`config.mk`:
```
export PLATFORM = sky130hd
export DESIGN_NAME = adc_reset_calibration_sequencer
export DESIGN_NICKNAME = d
export VERILOG_FILES = /design/src/sample_delay_line.v /design/src/adc_reset_calibration_sequencer.v
export VERILOG_INCLUDE_DIRS = /design/src /design/src/src
export SDC_FILE = /design/constraint.sdc
export NUM_CORES = 1
export LEC_CHECK = 0
export BUFFER_PORTS_ARGS = -buffer_cell sky130_fd_sc_hd__buf_2
export CAP_MARGIN = 0
export CORE_UTILIZATION = 29
export DETAILED_ROUTE_END_ITERATION = 12
export PLACE_DENSITY = 0.47
export SLEW_MARGIN = 0
export SYNTH_ARGS = -nofsm -noshare
export SYNTH_HDL_FRONTEND = slang
export SYNTH_HIERARCHICAL = 1
export SYNTH_SLANG_ARGS = --single-unit
export TNS_END_PERCENT = 30
```
`constraint.sdc`:
```
create_clock -name clock -period 2.6 [get_ports clock]
set_input_delay 0.26 -clock clock [delete_from_list [all_inputs] [get_ports clock]]
set_output_delay 0.26 -clock clock [all_outputs]
set_load 0.02 [all_outputs]
```
`src/recal_seq_regs.vh`:
```
// Purpose: Constants for the reset and calibration sequencer
// Assumes: 10 MHz system clock
// Notes:   Times kept in their own unit, counts derived from them
`ifndef RECAL_SEQ_REGS_VH
`define RECAL_SEQ_REGS_VH
`define CLK_FREQ_HZ        10000000
`define PIPE_LATENCY       17
`define CAL_NOM_MS         200
`define CAL_MAX_MS         550
`define CAL_NOM_CYCLES     (`CAL_NOM_MS * (`CLK_FREQ_HZ / 1000))
`define CAL_MAX_CYCLES     (`CAL_MAX_MS * (`CLK_FREQ_HZ / 1000))
`define SAMPLE_WIDTH       8
`define FULL_SCALE_CODE    8'hff
`endif

```
`src/sample_delay_line.v`:
```
// Purpose: Fixed-depth delay line for samples and their flags
// Assumes: Single clock, advances every cycle
// Notes:   Depth is a parameter, default is the pipeline latency
`timescale 1ns/1ps
module sample_delay_line #(
    parameter WIDTH = 9,
    parameter DEPTH = 17
) (
    input  wire             clock,
    input  wire             reset_n,
    input  wire [WIDTH-1:0] din,
    output wire [WIDTH-1:0] dout
);
    reg [WIDTH-1:0] stage_reg [0:DEPTH-1];
    integer i;

    always @(posedge clock or negedge reset_n) begin
        if (!reset_n) begin
            for (i = 0; i < DEPTH; i = i + 1) begin
                stage_reg[i] <= {WIDTH{1'b0}};
            end
        end else begin
            stage_reg[0] <= din;
            for (i = 1; i < DEPTH; i = i + 1) begin
                stage_reg[i] <= stage_reg[i-1];
            end
        end
    end

    assign dout = stage_reg[DEPTH-1];
endmodule // sample_delay_line

```
`src/adc_reset_calibration_sequencer.v`:
```
// Purpose: Power-on and requested calibration sequencing, sample pipeline
// Assumes: All inputs synchronous to clock (the conversion clock)
// Notes:   Calibration length is a parameter so simulation can shorten it
`timescale 1ns/1ps
`include "recal_seq_regs.vh"

// How it works
// - Each sample leaves the output exactly 17 clock cycles after it enters.
// - The two cores take samples on alternate cycles, doubling the rate.
// - Once both supply-good levels are high, power-on calibration starts.
// - After supplies settle the detector stops pulling the request line low.
// - Calibration begins on the rising edge of the active-low request.
// - Over-range is high from the request going low until calibration ends.
// - An over-range input at calibration end keeps the flag high.
// - The sample clock output is held low while the request is low.
// - The sample clock resumes toggling on the first edge after release.
// - Calibration takes the nominal time and never beyond the maximum.
// - Over-range follows positive full scale, refreshed once per sample.
module adc_reset_calibration_sequencer #(
    parameter CAL_CYCLES = `CAL_NOM_CYCLES,
    parameter LATENCY    = `PIPE_LATENCY
) (
    input  wire       clock,
    input  wire       reset_n,
    input  wire       analog_supply_ok,
    input  wire       digital_supply_ok,
    input  wire       recal_request_low_in,
    output reg        recal_request_low_out,
    output reg        recal_request_low_oe,
    input  wire [7:0] core_a_sample,
    input  wire [7:0] core_b_sample,
    output reg  [7:0] sample_data_out,
    output reg        over_range,
    output reg        sample_clock_out,
    output reg        calibrating,
    output reg        core_a_strobe,
    output reg        core_b_strobe
);
    localparam ST_POWER_UP = 2'd0;
    localparam ST_HELD     = 2'd1;
    localparam ST_CAL      = 2'd2;
    localparam ST_RUN      = 2'd3;
    localparam [31:0] CAL_LAST = CAL_CYCLES - 1;
    localparam [31:0] CAL_LIMIT = `CAL_MAX_CYCLES - 1;
    // Never stretch calibration past its longest time, whatever the setting
    localparam [31:0] CAL_END_COUNT =
        (CAL_LAST < CAL_LIMIT) ? CAL_LAST : CAL_LIMIT;

    reg  [1:0]  state_reg;
    reg  [1:0]  state_next;
    reg  [31:0] cal_count_reg;
    reg         request_prev_reg;
    reg         core_sel_reg;
    reg  [7:0]  picked_sample;
    wire [8:0]  delayed;
    wire        supplies_ok;
    wire        request_rise;
    wire        cal_done;
    wire        cal_running;
    wire        hold_flag;
    wire        at_full_scale;
    wire [8:0]  pipe_in;
    wire [7:0]  delayed_code;
    wire        delayed_full;

    assign supplies_ok  = analog_supply_ok & digital_supply_ok;
    // Edge seen on clock samples only; a one-cycle low is enough
    assign request_rise = recal_request_low_in & ~request_prev_reg;
    assign cal_done     = (state_reg == ST_CAL) &&
                          (cal_count_reg == CAL_END_COUNT);
    assign cal_running  = (state_next == ST_CAL) && (state_reg == ST_CAL);
    // Flag is forced while the line is low or calibration is unfinished
    assign hold_flag    = !recal_request_low_in || (state_next != ST_RUN);

    always @* begin
        state_next = state_reg;
        case (state_reg)
            ST_POWER_UP: begin
                if (supplies_ok) begin
                    state_next = ST_HELD;
                end
            end
            ST_HELD: begin
                if (request_rise) begin
                    state_next = ST_CAL;
                end
            end
            ST_CAL: begin
                // A new low aborts and restarts on its release
                if (!recal_request_low_in) begin
                    state_next = ST_HELD;
                end else if (cal_done) begin
                    state_next = ST_RUN;
                end
            end
            ST_RUN: begin
                if (!recal_request_low_in) begin
                    state_next = ST_HELD;
                end
            end
            default: state_next = ST_POWER_UP;
        endcase
    end

    // Line is held low after reset, so a zero here gives no false edge
    always @(posedge clock or negedge reset_n) begin
        if (!reset_n) begin
            state_reg        <= ST_POWER_UP;
            request_prev_reg <= 1'b0;
        end else begin
            state_reg        <= state_next;
            request_prev_reg <= recal_request_low_in;
        end
    end

    // Counter only runs while staying in calibration; any exit clears it
    always @(posedge clock or negedge reset_n) begin
        if (!reset_n) begin
            cal_count_reg <= 32'h0000_0000;
        end else if (cal_running) begin
            cal_count_reg <= cal_count_reg + 32'h0000_0001;
        end else begin
            cal_count_reg <= 32'h0000_0000;
        end
    end

    // Data side of the open-drain line is always low; only the enable moves
    always @(posedge clock or negedge reset_n) begin
        if (!reset_n) begin
            recal_request_low_out <= 1'b0;
        end else begin
            recal_request_low_out <= 1'b0;
        end
    end

    // Line driven low until supplies are good, then released to pull-up
    always @(posedge clock or negedge reset_n) begin
        if (!reset_n) begin
            recal_request_low_oe <= 1'b1;
        end else begin
            recal_request_low_oe <= (state_next == ST_POWER_UP);
        end
    end

    // Alternate cores each cycle
    always @* begin
        picked_sample = core_sel_reg ? core_b_sample : core_a_sample;
    end

    // Over-range bit rides the pipeline beside its own code
    assign at_full_scale = (picked_sample == `FULL_SCALE_CODE);
    assign pipe_in       = {at_full_scale, picked_sample};

    sample_delay_line #(
        .WIDTH (9),
        .DEPTH (LATENCY - 1)
    ) u_pipe (
        .clock   (clock),
        .reset_n (reset_n),
        .din     (pipe_in),
        .dout    (delayed)
    );

    assign delayed_code = delayed[7:0];
    assign delayed_full = delayed[8];

    // Select flips every cycle; strobe tells a core it was taken
    always @(posedge clock or negedge reset_n) begin
        if (!reset_n) begin
            core_sel_reg  <= 1'b0;
            core_a_strobe <= 1'b0;
            core_b_strobe <= 1'b0;
        end else begin
            core_sel_reg  <= ~core_sel_reg;
            core_a_strobe <= ~core_sel_reg;
            core_b_strobe <= core_sel_reg;
        end
    end

    // Output register is the last pipeline stage: 17 total
    always @(posedge clock or negedge reset_n) begin
        if (!reset_n) begin
            sample_data_out <= 8'h00;
        end else begin
            sample_data_out <= delayed_code;
        end
    end

    always @(posedge clock or negedge reset_n) begin
        if (!reset_n) begin
            calibrating <= 1'b1;
        end else begin
            calibrating <= (state_next != ST_RUN);
        end
    end

    // Forced high while held, so it cannot fall before calibration ends
    always @(posedge clock or negedge reset_n) begin
        if (!reset_n) begin
            over_range <= 1'b1;
        end else if (hold_flag) begin
            over_range <= 1'b1;
        end else begin
            // Full scale code saturates, flag per sample
            over_range <= delayed_full;
        end
    end

    // Stopped at once on a request, so no short pulse reaches the host
    always @(posedge clock or negedge reset_n) begin
        if (!reset_n) begin
            sample_clock_out <= 1'b0;
        end else if (!recal_request_low_in) begin
            sample_clock_out <= 1'b0;
        end else begin
            sample_clock_out <= ~sample_clock_out;
        end
    end
endmodule // adc_reset_calibration_sequencer

```
; ---- Word level (Yosys, flattened, before mapping)
; Index checks and enable logic that the tools add are counted.
[word_totals]
input_bits = 21
register_bits = 193
wordCells = 55
out_inout_bits = 15
[classes]
n_addsub = 1
reduce_logical = 6
eq_ne = 7
muxes = 10
bitwise = 5
[op_table]
columns = operator, count
row1 = adder 32 x 1 -> 32 bit (second input constant), 1
row2 = == test 32 x 21 -> 1 bit (second input constant), 1
row3 = 2-to-1 mux 32 bit, 1
row4 = 2-to-1 mux 2 bit, 5
row5 = == test 8 bit (second input constant), 1
row6 = 2-to-1 mux 8 bit, 1
row7 = case mux 2 bit (4 select lines), 1
row8 = == test 2 bit (second input constant), 3
row9 = logical NOT 2 bit, 2
row10 = inverter 1 bit, 3
row11 = bitwise AND 1 bit, 2
row12 = == test 2 x 1 -> 1 bit (second input constant), 1
row13 = logical AND 1 bit, 2
row14 = 2-to-1 mux 1 bit, 2
row15 = inequality test 2 bit (second input constant), 1
row16 = logical NOT 1 bit, 1
row17 = logical OR 1 bit, 1

; ---- Depth between registers and ports, before layout
; Gate-level depths: netlist of the first run.
[logic_depth]
word_depth = 8
depth_mapped = 7
mapped_depth_nobuf = 6

; ---- Modules after synthesis
; Netlist of the first run, hierarchy kept.
[modules_own_cells]
columns = mod, n_inst, area_per_inst_um2, cells_each
row1 = sample_delay_line, 1, 3671.0, 153
row2 = adc_reset_calibration_sequencer, 1, 2294.7, 220

; ---- Least setup slack after synthesis of the first run
; Ideal clock, no wire load.
[synth_path]
path_kind = reg-to-reg
from = register cal_count_reg[11]
to = register over_range
setup_slack_ns = 0.573
period_less_slack_ns = 2.027
path_stages_with_launch = 6
t_required_ns = 2.512
n_path_buf = 1
t_arrival_ns = 1.939
setup_time_ns = 0.088
path_cell_list = dfrtp_1 > or4_4 > nor4_4 > a21o_1 > buf_6 > or3b_1
[synth_via]
elab_chain_cells = 8
[synth_rtl]
columns = element, line_no
row1 = "start, declared", adc_reset_calibration_sequencer.v:51  ; reg [31:0] cal_count_reg;
row2 = "start signal, assigned", adc_reset_calibration_sequencer.v:121  ; cal_count_reg <= cal_count_reg + 32'h0000_0001;
row3 = == test 32 x 21 -> 1 bit, adc_reset_calibration_sequencer.v:70  ; (cal_count_reg == CAL_END_COUNT);
row4 = logical AND 1 bit, adc_reset_calibration_sequencer.v:69  ; assign cal_done = (state_reg == ST_CAL) &&
row5 = 2-to-1 mux 2 bit, adc_reset_calibration_sequencer.v:92  ; end else if (cal_done) begin
row6 = 2-to-1 mux 2 bit, adc_reset_calibration_sequencer.v:90  ; if (!recal_request_low_in) begin
row7 = case mux 2 bit (4 select lines), adc_reset_calibration_sequencer.v:77  ; case (state_reg)
row8 = inequality test 2 bit, adc_reset_calibration_sequencer.v:73  ; assign hold_flag = !recal_request_low_in || (state_next != ST_RUN);
row9 = logical OR 1 bit, adc_reset_calibration_sequencer.v:73
row10 = 2-to-1 mux 1 bit, adc_reset_calibration_sequencer.v:201  ; end else if (hold_flag) begin
row11 = "end signal, assigned", adc_reset_calibration_sequencer.v:205  ; over_range <= delayed_full;
row12 = "end, declared", adc_reset_calibration_sequencer.v:33  ; output reg over_range,
; No other way between the ends.

; ---- Worst setup path in the final report of the first run
[layout_path]
from = register cal_count_reg[14]
to = register cal_count_reg[23]
[layout_via]
elab_chain_cells = 8
[layout_rtl]
columns = element, line_no
row1 = == test 32 x 21 -> 1 bit, adc_reset_calibration_sequencer.v:70
row2 = logical AND 1 bit, adc_reset_calibration_sequencer.v:69
row3 = 2-to-1 mux 2 bit, adc_reset_calibration_sequencer.v:92
row4 = 2-to-1 mux 2 bit, adc_reset_calibration_sequencer.v:90
row5 = case mux 2 bit (4 select lines), adc_reset_calibration_sequencer.v:77
row6 = == test 2 bit, adc_reset_calibration_sequencer.v:71  ; assign cal_running = (state_next == ST_CAL) && (state_reg == ST_CAL);
row7 = logical AND 1 bit, adc_reset_calibration_sequencer.v:71
row8 = 2-to-1 mux 32 bit *, adc_reset_calibration_sequencer.v:120  ; end else if (cal_running) begin
; Every way passes the cells marked *; elsewhere a longest branch is shown, timed or not.

==> results of run 1 <==
repair_timing:
action | 4_1_cts | 5_1_grt
hold buffers | 3 | 0
setup endpoints to repair | 0 | 0
hold endpoints to repair | 74 | 0
layout make-up:
class	count	area, um^2
Sequential cell	193	4833
Clock inverter	12	107.6
Inverter	4	15.01
Tap cell	270	337.8
Timing Repair Buffer	45	281.5
Multi-Input combinational cell	160	1010
Clock buffer	19	442.9
Fill cell	1990	13140
per-layer routing:
metal  GRT usage  part of all wire  vias up
li1            -                 -     1332
met4     0.04421             0.018        0
met5           0                 0        -
met2      0.1404              0.48       55
met1      0.1145              0.45     1485
met3     0.04044             0.052       16
worst max-delay path, stage by stage (launching register included):
cell and delay (ns):
dfrtp_1 0.42, nor4b_1 0.42, nand4_1 0.22, nor4_4 0.48, a21o_1 0.21, buf_4 0.26
nor2_1 0.09
cells by family (layout without fill, tap and decap cells):
logic type                 count (synthesis)  in the layout  share of synthesized area
AOI/OAI and AO/OA                         21             21                    0.02223
xor gates and xnor gates                  22             22                    0.03230
adders and majority gates                  1              1                   0.002097
buffers and inverters                     20             80                    0.02055
DFF                                      193            193                     0.8102
muxes                                      8              8                    0.01510
other                                      1              1                  0.0006286
and+or+nand+nor                          107            107                    0.09690
placed cells by master, fill, tap and decap left out, drive strengths merged, types with 4 or more instances in the layout:
cell type    n
buf         41
o21ai        5
inv          7
nand2       14
and4         4
clkinv       5
nor2        31
xnor2        5
clkbuf      20
nor3         7
a21oi        7
nor4         4
mux2         8
dfrtp      190
or3          4
nand4       12
xor2        17
and3         4
nand3       14
power breakdown:
group	leakage, uW	internal [uW]	switching [uW]	total [uW]
registers	0.00236	3130	36.4	3160
clock network	0.000266	1340	1080	2430
logic	0.000462	50.2	108	158
total	0.00309	4520	1230	5750
worst paths after layout:
check,startpoint,cells after the start,slack [ns],to
max,cal_count_reg[14],6,0.40,cal_count_reg[23]
min,recal_request_low_in,1,0.04,request_prev_reg
max reg2reg,cal_count_reg[14],6,0.40,cal_count_reg[23]
min reg2reg,u_pipe/stage_reg[47],0,0.34,u_pipe/stage_reg[38]
max in group asynchronous,reset_n,3,1.30,u_pipe/stage_reg[97]
min in group asynchronous,reset_n,2,0.40,core_sel_reg
per-stage QoR:
| step | area (um^2) | setup WS (ns) | utilization |
|---|---|---|---|
| detailed placement | 6447 | 0.4080 | 0.3197 |
| global placement | 6447 | 0.4586 | 0.3197 |
| finish | 7028 | 0.3968 | 0.3484 |
| CTS | 7028 | 0.3691 | 0.3484 |
| floorplan | 5966 | 0.5730 | - |
| global route | 7028 | 0.2190 | 0.3484 |
==> reports/metrics.yaml, run 1 <==
synth-warning-count: 6
total_power_uw: 5748
synth_edf_count: 0
cts_resized: 0
htree_levels: 4
post-route-min-period_ns: 2.203
first_pass_iters: 4
vias_per_cell: 4.108
cap_violations: 0
core-area_mm2: 0.02017
yosysMostFrequentCell: "dfrtp_1"
crit_path_start_kind: "flop"
min_period_over_period: 0.8474
dieWidth_um: 145.4
max-clock-path-buffers: 2
clk_pin_slew_ns: 0.06
clock_skew_ns: 0.005826
syn_nets: 395
drc: 0
largest_reg_flops: 135
dp.cells: 669
fin_nets: 443
totalWireLength_mm: 8.480
required_ns: 2.90
synth.area.top_cells: "dfrtp_1 (80%), xor2_1 (2.5%), nor2_1 (2.0%)"
post_cts_buffers: 0
antenna_found_initial: 0
drive_gt1_frac: 0.2032
dieHeight_um: 145.4
slew_violations: 0
setup_violations: 0
fmax_ghz: 0.4539
ctsRootBufferMaster: "clkbuf_16"
synthCells: 373
gr-total-overflow: 0
hold_violations: 0
grt_pass1_wl_mm: 15.26
ys_seq_area_frac: 0.8102
stdcell_count: 703
path_class: "reg -> reg"
status: "complete, no violations"
dr_total_vias: 2888
num_rows: 52
crit_path_end_kind: "flop"
drtIter0Drc: 160
worstHoldPathType: "in -> reg"
routabilityCongestion: 0.8003
n_antenna_cell: 0
syn_to_final_growth_pct: 17.81
design.die.area_mm2: 0.02115
synth_top_area_cell: "dfrtp_1"
grt_max_degree: 80
start_util: 0.2958
synth_top_area_frac: 0.7970
cts_buffers: 17
avgSynthCellArea_um2: 15.99
power_density_mw_per_mm2: 817.8
synth_commonest_cells: "dfrtp_1 (190), nor2_1 (31), xor2_1 (17), nand2_1 (14), nand3_1 (14)"
fin_setup_tns_ns: 0
relSlewSlack: 0.5790
syn-cell-area_mm2: 0.005966
drtAntennaViolNets: 0
synth-seq-cells: 193
synthFlopType: "dfrtp_1"
yosysUniqueCellTypes: 44
portBuffers: 34
clk-insertion-delay-late_ns: 0.42
cts_tree: "done"
grt_pass1_vias: 3123
hold_ws_ns: 0.03552
rsz0062_at_grt: "false"
dp_hpwl_mm: 5.040
track_usage: 0.09295
worst_ep_arrival_time_ns: 2.50
io_pins: 36
cts.sinks: 193
async_reset_ff_frac: 1.000
worstPathMaxFanout: 20
p_leak_uw: 0.003086
irDropWorstVdd_mv: 0.4677
drt-wirelength-per-cell_um: 12.06
worst_pin_slew_ns: 0.6316
No activity file was read; power rests on OpenSTA's default activity.
==> run 2: changes to the inputs <==
- ABC_AREA: default -> 1
- PLACE_DENSITY: 0.47 -> 0.48
- clock period: 2.6 -> 2 ns (I/O delays scaled with it)
==> reports/metrics.yaml, run 2 <==
status: "complete, no violations"
drtAntennaViolNets: 0
p_leak_uw: 0.003291
avgSynthCellArea_um2: 12.45
crit_path_end_kind: "flop"
async_reset_ff_frac: 1.000
slew_violations: 0
yosysUniqueCellTypes: 28
clk_pin_slew_ns: 0.07
stdcell_count: 852
setup_violations: 0
min_to: "u_pipe/stage_reg[140]"
dr_total_vias: 3403
clk-insertion-delay-late_ns: 0.43
p_seq_frac: 0.545
synth_edf_count: 0
ctsRootBufferMaster: "clkbuf_16"
worst_ep_arrival_time_ns: 2.08
synth-seq-cells: 193
r2r_slack_ns: 0.22
hold_violations: 0
relSlewSlack: 0.5958
clkPwrFrac: 0.420
crit_path_start_kind: "flop"
max-clock-path-buffers: 2
cp_num_buf_inv: 1
p_switching_uw: 1734
combPwrFrac: 0.035
start_util: 0.2971
final_cell_mix: "dfrtp_1 (190), nand2_1 (114), nor2_1 (79)"
min_from: "core_b_sample[5]"
clock_skew_ns: 0.01054
synth-warning-count: 6
synth.area.top_cells: "dfrtp_1 (76%), nand2_1 (6.8%), nor2_1 (4.7%)"
grt_max_degree: 67
ff_latch_area_mm2: 0.004833
synthCells: 505
synth_top_area_frac: 0.7565
worstHoldPathType: "in -> reg"
cp_top_family: "simple AND/OR/NAND/NOR gates"
dp_hpwl_mm: 6.447
cap_violations: 0
ys_seq_area_frac: 0.7691
drtIter0Drc: 225
num_rows: 53
rr_startpoint: "cal_count_reg[0]"
io_pins: 36
antenna_found_initial: 0
portBuffers: 34
n_antenna_cell: 0
fmax_ghz: 0.5603
routabilityCongestion: 0.8664
htree_levels: 4
multi_input_area_mm2: 0.001202
p_int_uw: 5833
first_pass_iters: 4
required_ns: 2.29
worst_pin_slew_ns: 0.6000
rsz0062_at_grt: "false"
slowest_stage: "dfrtp_1"
layout_commonest_cell: "dfrtp_1"
synth_commonest_cells: "dfrtp_1 (190), nand2_1 (114), nor2_1 (79), inv_1 (32), xor2_1 (14)"
nFillCells: 2055
track_usage: 0.1016
syn_to_final_growth_pct: 19.05
min_period_over_period: 0.8924
dieWidth_um: 149.2
r2r_cells: 8
slowest_delay_ns: 0.46
syn_nets: 527
cts_buffers: 17
final_util: 0.3537
power_density_mw_per_mm2: 1011
hold_depth: 3
post-route-min-period_ns: 1.785
synthFlopType: "dfrtp_1"
dp.cells: 805
grt_pass1_vias: 3513
core-area_mm2: 0.02115
cp_common_cell: "nand2_4"
netSwitchingFraction: 0.2292
irDropWorstVdd_mv: 0.6696
gr-total-overflow: 0
crit_chain: "ha_1, nand2_1, nor2_4, nand2_4, inv_2, nand3_2, nand2_4, nor2_1"
dieHeight_um: 149.2
synth_top_area_cell: "dfrtp_1"
cts.sinks: 193
drive_gt1_frac: 0.1612
totalWireLength_mm: 9.807
fin_nets: 587
critPathLaunch: "cal_count_reg[0]"
syn-cell-area_mm2: 0.006285
yosysMostFrequentCell: "dfrtp_1"
design.die.area_mm2: 0.02226
drc: 0
cts_resized: 0
drt-wirelength-per-cell_um: 11.51
vias_per_cell: 3.994
largest_reg_flops: 135
fin_setup_tns_ns: 0
r2r_end: "cal_count_reg[21]"
grt_pass1_wl_mm: 17.10
worstPathMaxFanout: 35
post_cts_buffers: 0
path_class: "reg -> reg"
cts_tree: "done"
## run 2: cell count changes after synthesis, sizes merged, moves of 8 or more
cell | previous run | this run
nand2 | 14 | 117
nor2 | 31 | 91
mux2 | 8 | 0
inv | 4 | 35
## run 2: tightest hold or removal path, stage by stage
cell     delay (ns)
buf_2          0.08
nand2_1        0.05
nand2_1        0.08
## run 2: logic make-up (layout without fill, tap and decap cells)
group | count (synthesis) | count (layout) | synth area share
simple gates | 237 | 237 | 0.1595
flops | 193 | 193 | 0.7691
buf+inv | 50 | 122 | 0.03962
xor+xnor | 17 | 17 | 0.02369
compound gates | 6 | 6 | 0.005574
fa+ha+maj | 1 | 1 | 0.001991
other cells | 1 | 1 | 0.0005967
## run 2: worst max path at each step
| stage | end | slack [ns] | cells after the start |
|---|---|---|---|
| detailed placement | cal_count_reg[29] | 0.20 | 8 |
| global route | cal_count_reg[22] | 0.05 | 8 |
| CTS | cal_count_reg[21] | 0.20 | 8 |
| global placement | cal_count_reg[26] | 0.31 | 8 |
| floorplan | cal_count_reg[23] | 0.55 | 9 |
| finish | cal_count_reg[21] | 0.22 | 8 |
## run 2: metrics by stage
| step | hold slack, ns | setup WS [ns] | instance area (um^2) | total power, uW |
|---|---|---|---|---|
| 4_1_cts | 0.01184 | 0.1984 | 7482 | 7723 |
| 2_1_floorplan | -0.09559 | 0.5459 | 6285 | 4306 |
| 3_5_place_dp | 0.2190 | 0.2021 | 6756 | 4455 |
| 3_3_place_gp | 0.2125 | 0.3113 | 6756 | 4438 |
| 6_report | 0.03100 | 0.2153 | 7482 | 7567 |
| 5_1_grt | 0.02254 | 0.05019 | 7482 | 7934 |
## run 2: timing repair
action                                  in CTS  in global routing
hold endpoints to repair                    71                  0
endpoints found under the setup margin       0                  0
hold buffers                                16                  0
## run 2: routing by layer
metal	vias up	track usage	wire, um
met2	68	0.1507	4408
met3	15	0.03394	470
met1	1662	0.1331	4740
met4	0	0.04949	188
li1	1658	-	-
met5	-	0	0
## run 2: cell type report
type	count	share of cell area
tap	275	0.04599
timing repair buffer	55	0.05368
sequential	193	0.6460
multi-input combinational	262	0.1607
clock inverter	13	0.01689
clock buffer	18	0.05870
inverter	36	0.01806
## run 2: power by group through the flow
stage,logic (uW),clock network [uW],registers (uW)
4_1_cts,277,3320,4130
5_1_grt,299,3490,4140
2_1_floorplan,82.4,0,4220
3_5_place_dp,253,0,4200
6_report,265,3180,4120
3_3_place_gp,246,0,4190
==> run 3: changes to the inputs <==
- MAX_ROUTING_LAYER: default -> met4
- PLACE_DENSITY: 0.48 -> 0.57
==> reports/metrics.yaml, run 3 (same netlist as run 2, synthesis figures left out) <==
first_pass_iters: 4
clock_skew_ns: 0.01233
power_density_mw_per_mm2: 1025
totalWireLength_mm: 9.789
fin_nets: 587
crit_path_end_kind: "flop"
irDropWorstVdd_mv: 0.6220
slew_violations: 0
io_pins: 36
grt_max_degree: 60
cap_violations: 0
cts_tree: "done"
worst_pin_slew_ns: 0.5152
max-clock-path-buffers: 2
grt_pass1_wl_mm: 17.17
relSlewSlack: 0.6529
grt_pass1_vias: 3493
num_rows: 53
stdcell_count: 852
antenna_found_initial: 0
min_period_over_period: 0.8966
cp_num_buf_inv: 1
dp_hpwl_mm: 6.345
dieHeight_um: 149.2
layout_commonest_cell: "dfrtp_1"
htree_levels: 4
fmax_ghz: 0.5577
rsz0062_at_grt: "false"
drt-wirelength-per-cell_um: 11.49
p_leak_uw: 0.003302
portBuffers: 34
final_cell_mix: "dfrtp_1 (190), nand2_1 (114), nor2_1 (79)"
post_cts_buffers: 0
drive_gt1_frac: 0.1612
drc: 0
dieWidth_um: 149.2
ctsRootBufferMaster: "clkbuf_16"
vias_per_cell: 3.971
path_class: "reg -> reg"
crit_chain: "ha_1, nand2_1, nor2_4, nand2_4, inv_2, nand3_2, nand2_4, nor2_1"
cts_buffers: 17
start_util: 0.2971
dp.cells: 805
syn_to_final_growth_pct: 19.23
slowest_delay_ns: 0.46
drtAntennaViolNets: 0
cp_top_family: "simple AND/OR/NAND/NOR gates"
clk-insertion-delay-late_ns: 0.42
n_antenna_cell: 0
track_usage: 0.1039
slowest_stage: "dfrtp_1"
cp_common_cell: "nand2_4"
dr_total_vias: 3383
clk_pin_slew_ns: 0.07
status: "complete, no violations"
crit_path_start_kind: "flop"
cts.sinks: 193
routabilityCongestion: 0.8820
hold_violations: 0
design.die.area_mm2: 0.02226
worst_ep_arrival_time_ns: 2.08
final_util: 0.3542
setup_violations: 0
post-route-min-period_ns: 1.793
required_ns: 2.29
fin_setup_tns_ns: 0
gr-total-overflow: 0
largest_reg_flops: 135
worstPathMaxFanout: 35
core-area_mm2: 0.02115
drtIter0Drc: 139
worstHoldPathType: "in -> reg"
run 3: cell count changes in the layout (fill, tap and decap cells not counted), sizes merged:
cell,change
clkbuf,+1
clkinv,-4
inv,+2
bufinv,+1
run 3: layout make-up:
cell class | instances | area [um^2]
Clock buffer | 19 | 452.9
Clock inverter | 12 | 123.9
Fill cell | 2025 | 13660
Inverter | 36 | 135.1
Multi-Input combinational cell | 262 | 1202
Sequential cell | 193 | 4833
Tap cell | 275 | 344.1
Timing Repair Buffer | 55 | 401.6
run 3: worst reg2reg max path: cells and delay by family (launching register included):
| kind | cells | cell delay (ns) |
|---|---|---|
| buffers and inverters | 1 | 0.09 |
| AND/OR/NAND/NOR | 6 | 0.88 |
| flip-flops | 1 | 0.46 |
| adder cells (fa/ha/maj) | 1 | 0.23 |
run 3: final timing paths:
check	to	slack, ns	start	cells past startpoint
setup / recovery	cal_count_reg[29]	0.21	cal_count_reg[0]	8
hold / removal	u_pipe/stage_reg[141]	0.02	core_a_sample[6]	3
setup reg to reg	cal_count_reg[29]	0.21	cal_count_reg[0]	8
hold reg to reg	u_pipe/stage_reg[42]	0.34	u_pipe/stage_reg[51]	0
max in group asynchronous	recal_request_low_oe	1.01	reset_n	3
min in group asynchronous	core_b_strobe	0.30	reset_n	2
run 3: routing by layer:
layer,vias to the layer above,share of wire,global-route usage,wire length (um)
met5,-,0,-,0
met4,0,0.020,0.04694,191
met3,20,0.040,0.03180,388
met2,72,0.46,0.1549,4502
met1,1636,0.48,0.1294,4705
li1,1655,-,-,-
run 3: what timing repair did:
action                                 in CTS  in global routing
hold buffers                               16                  0
resized for setup                           0                  0
endpoints found under the hold margin      63                  0
run 3: stage by stage:
stage	hold WS [ns]	worst slack (ns)	instance area, um^2	power [uW]
finish	0.02312	0.2069	7493	7679
global route	0.01632	0.05327	7493	8010
CTS	0.0002036	0.2095	7493	7803
detailed placement	0.2024	0.2229	6756	4452
global placement	0.1989	0.3205	6756	4431
floorplan	-0.09559	0.5459	6285	4306
run 3: report_power, final:
| part | switching [uW] | internal (uW) |
|---|---|---|
| Combinational | 175 | 87.3 |
| Clock | 1480 | 1810 |
| Sequential | 47.6 | 4080 |
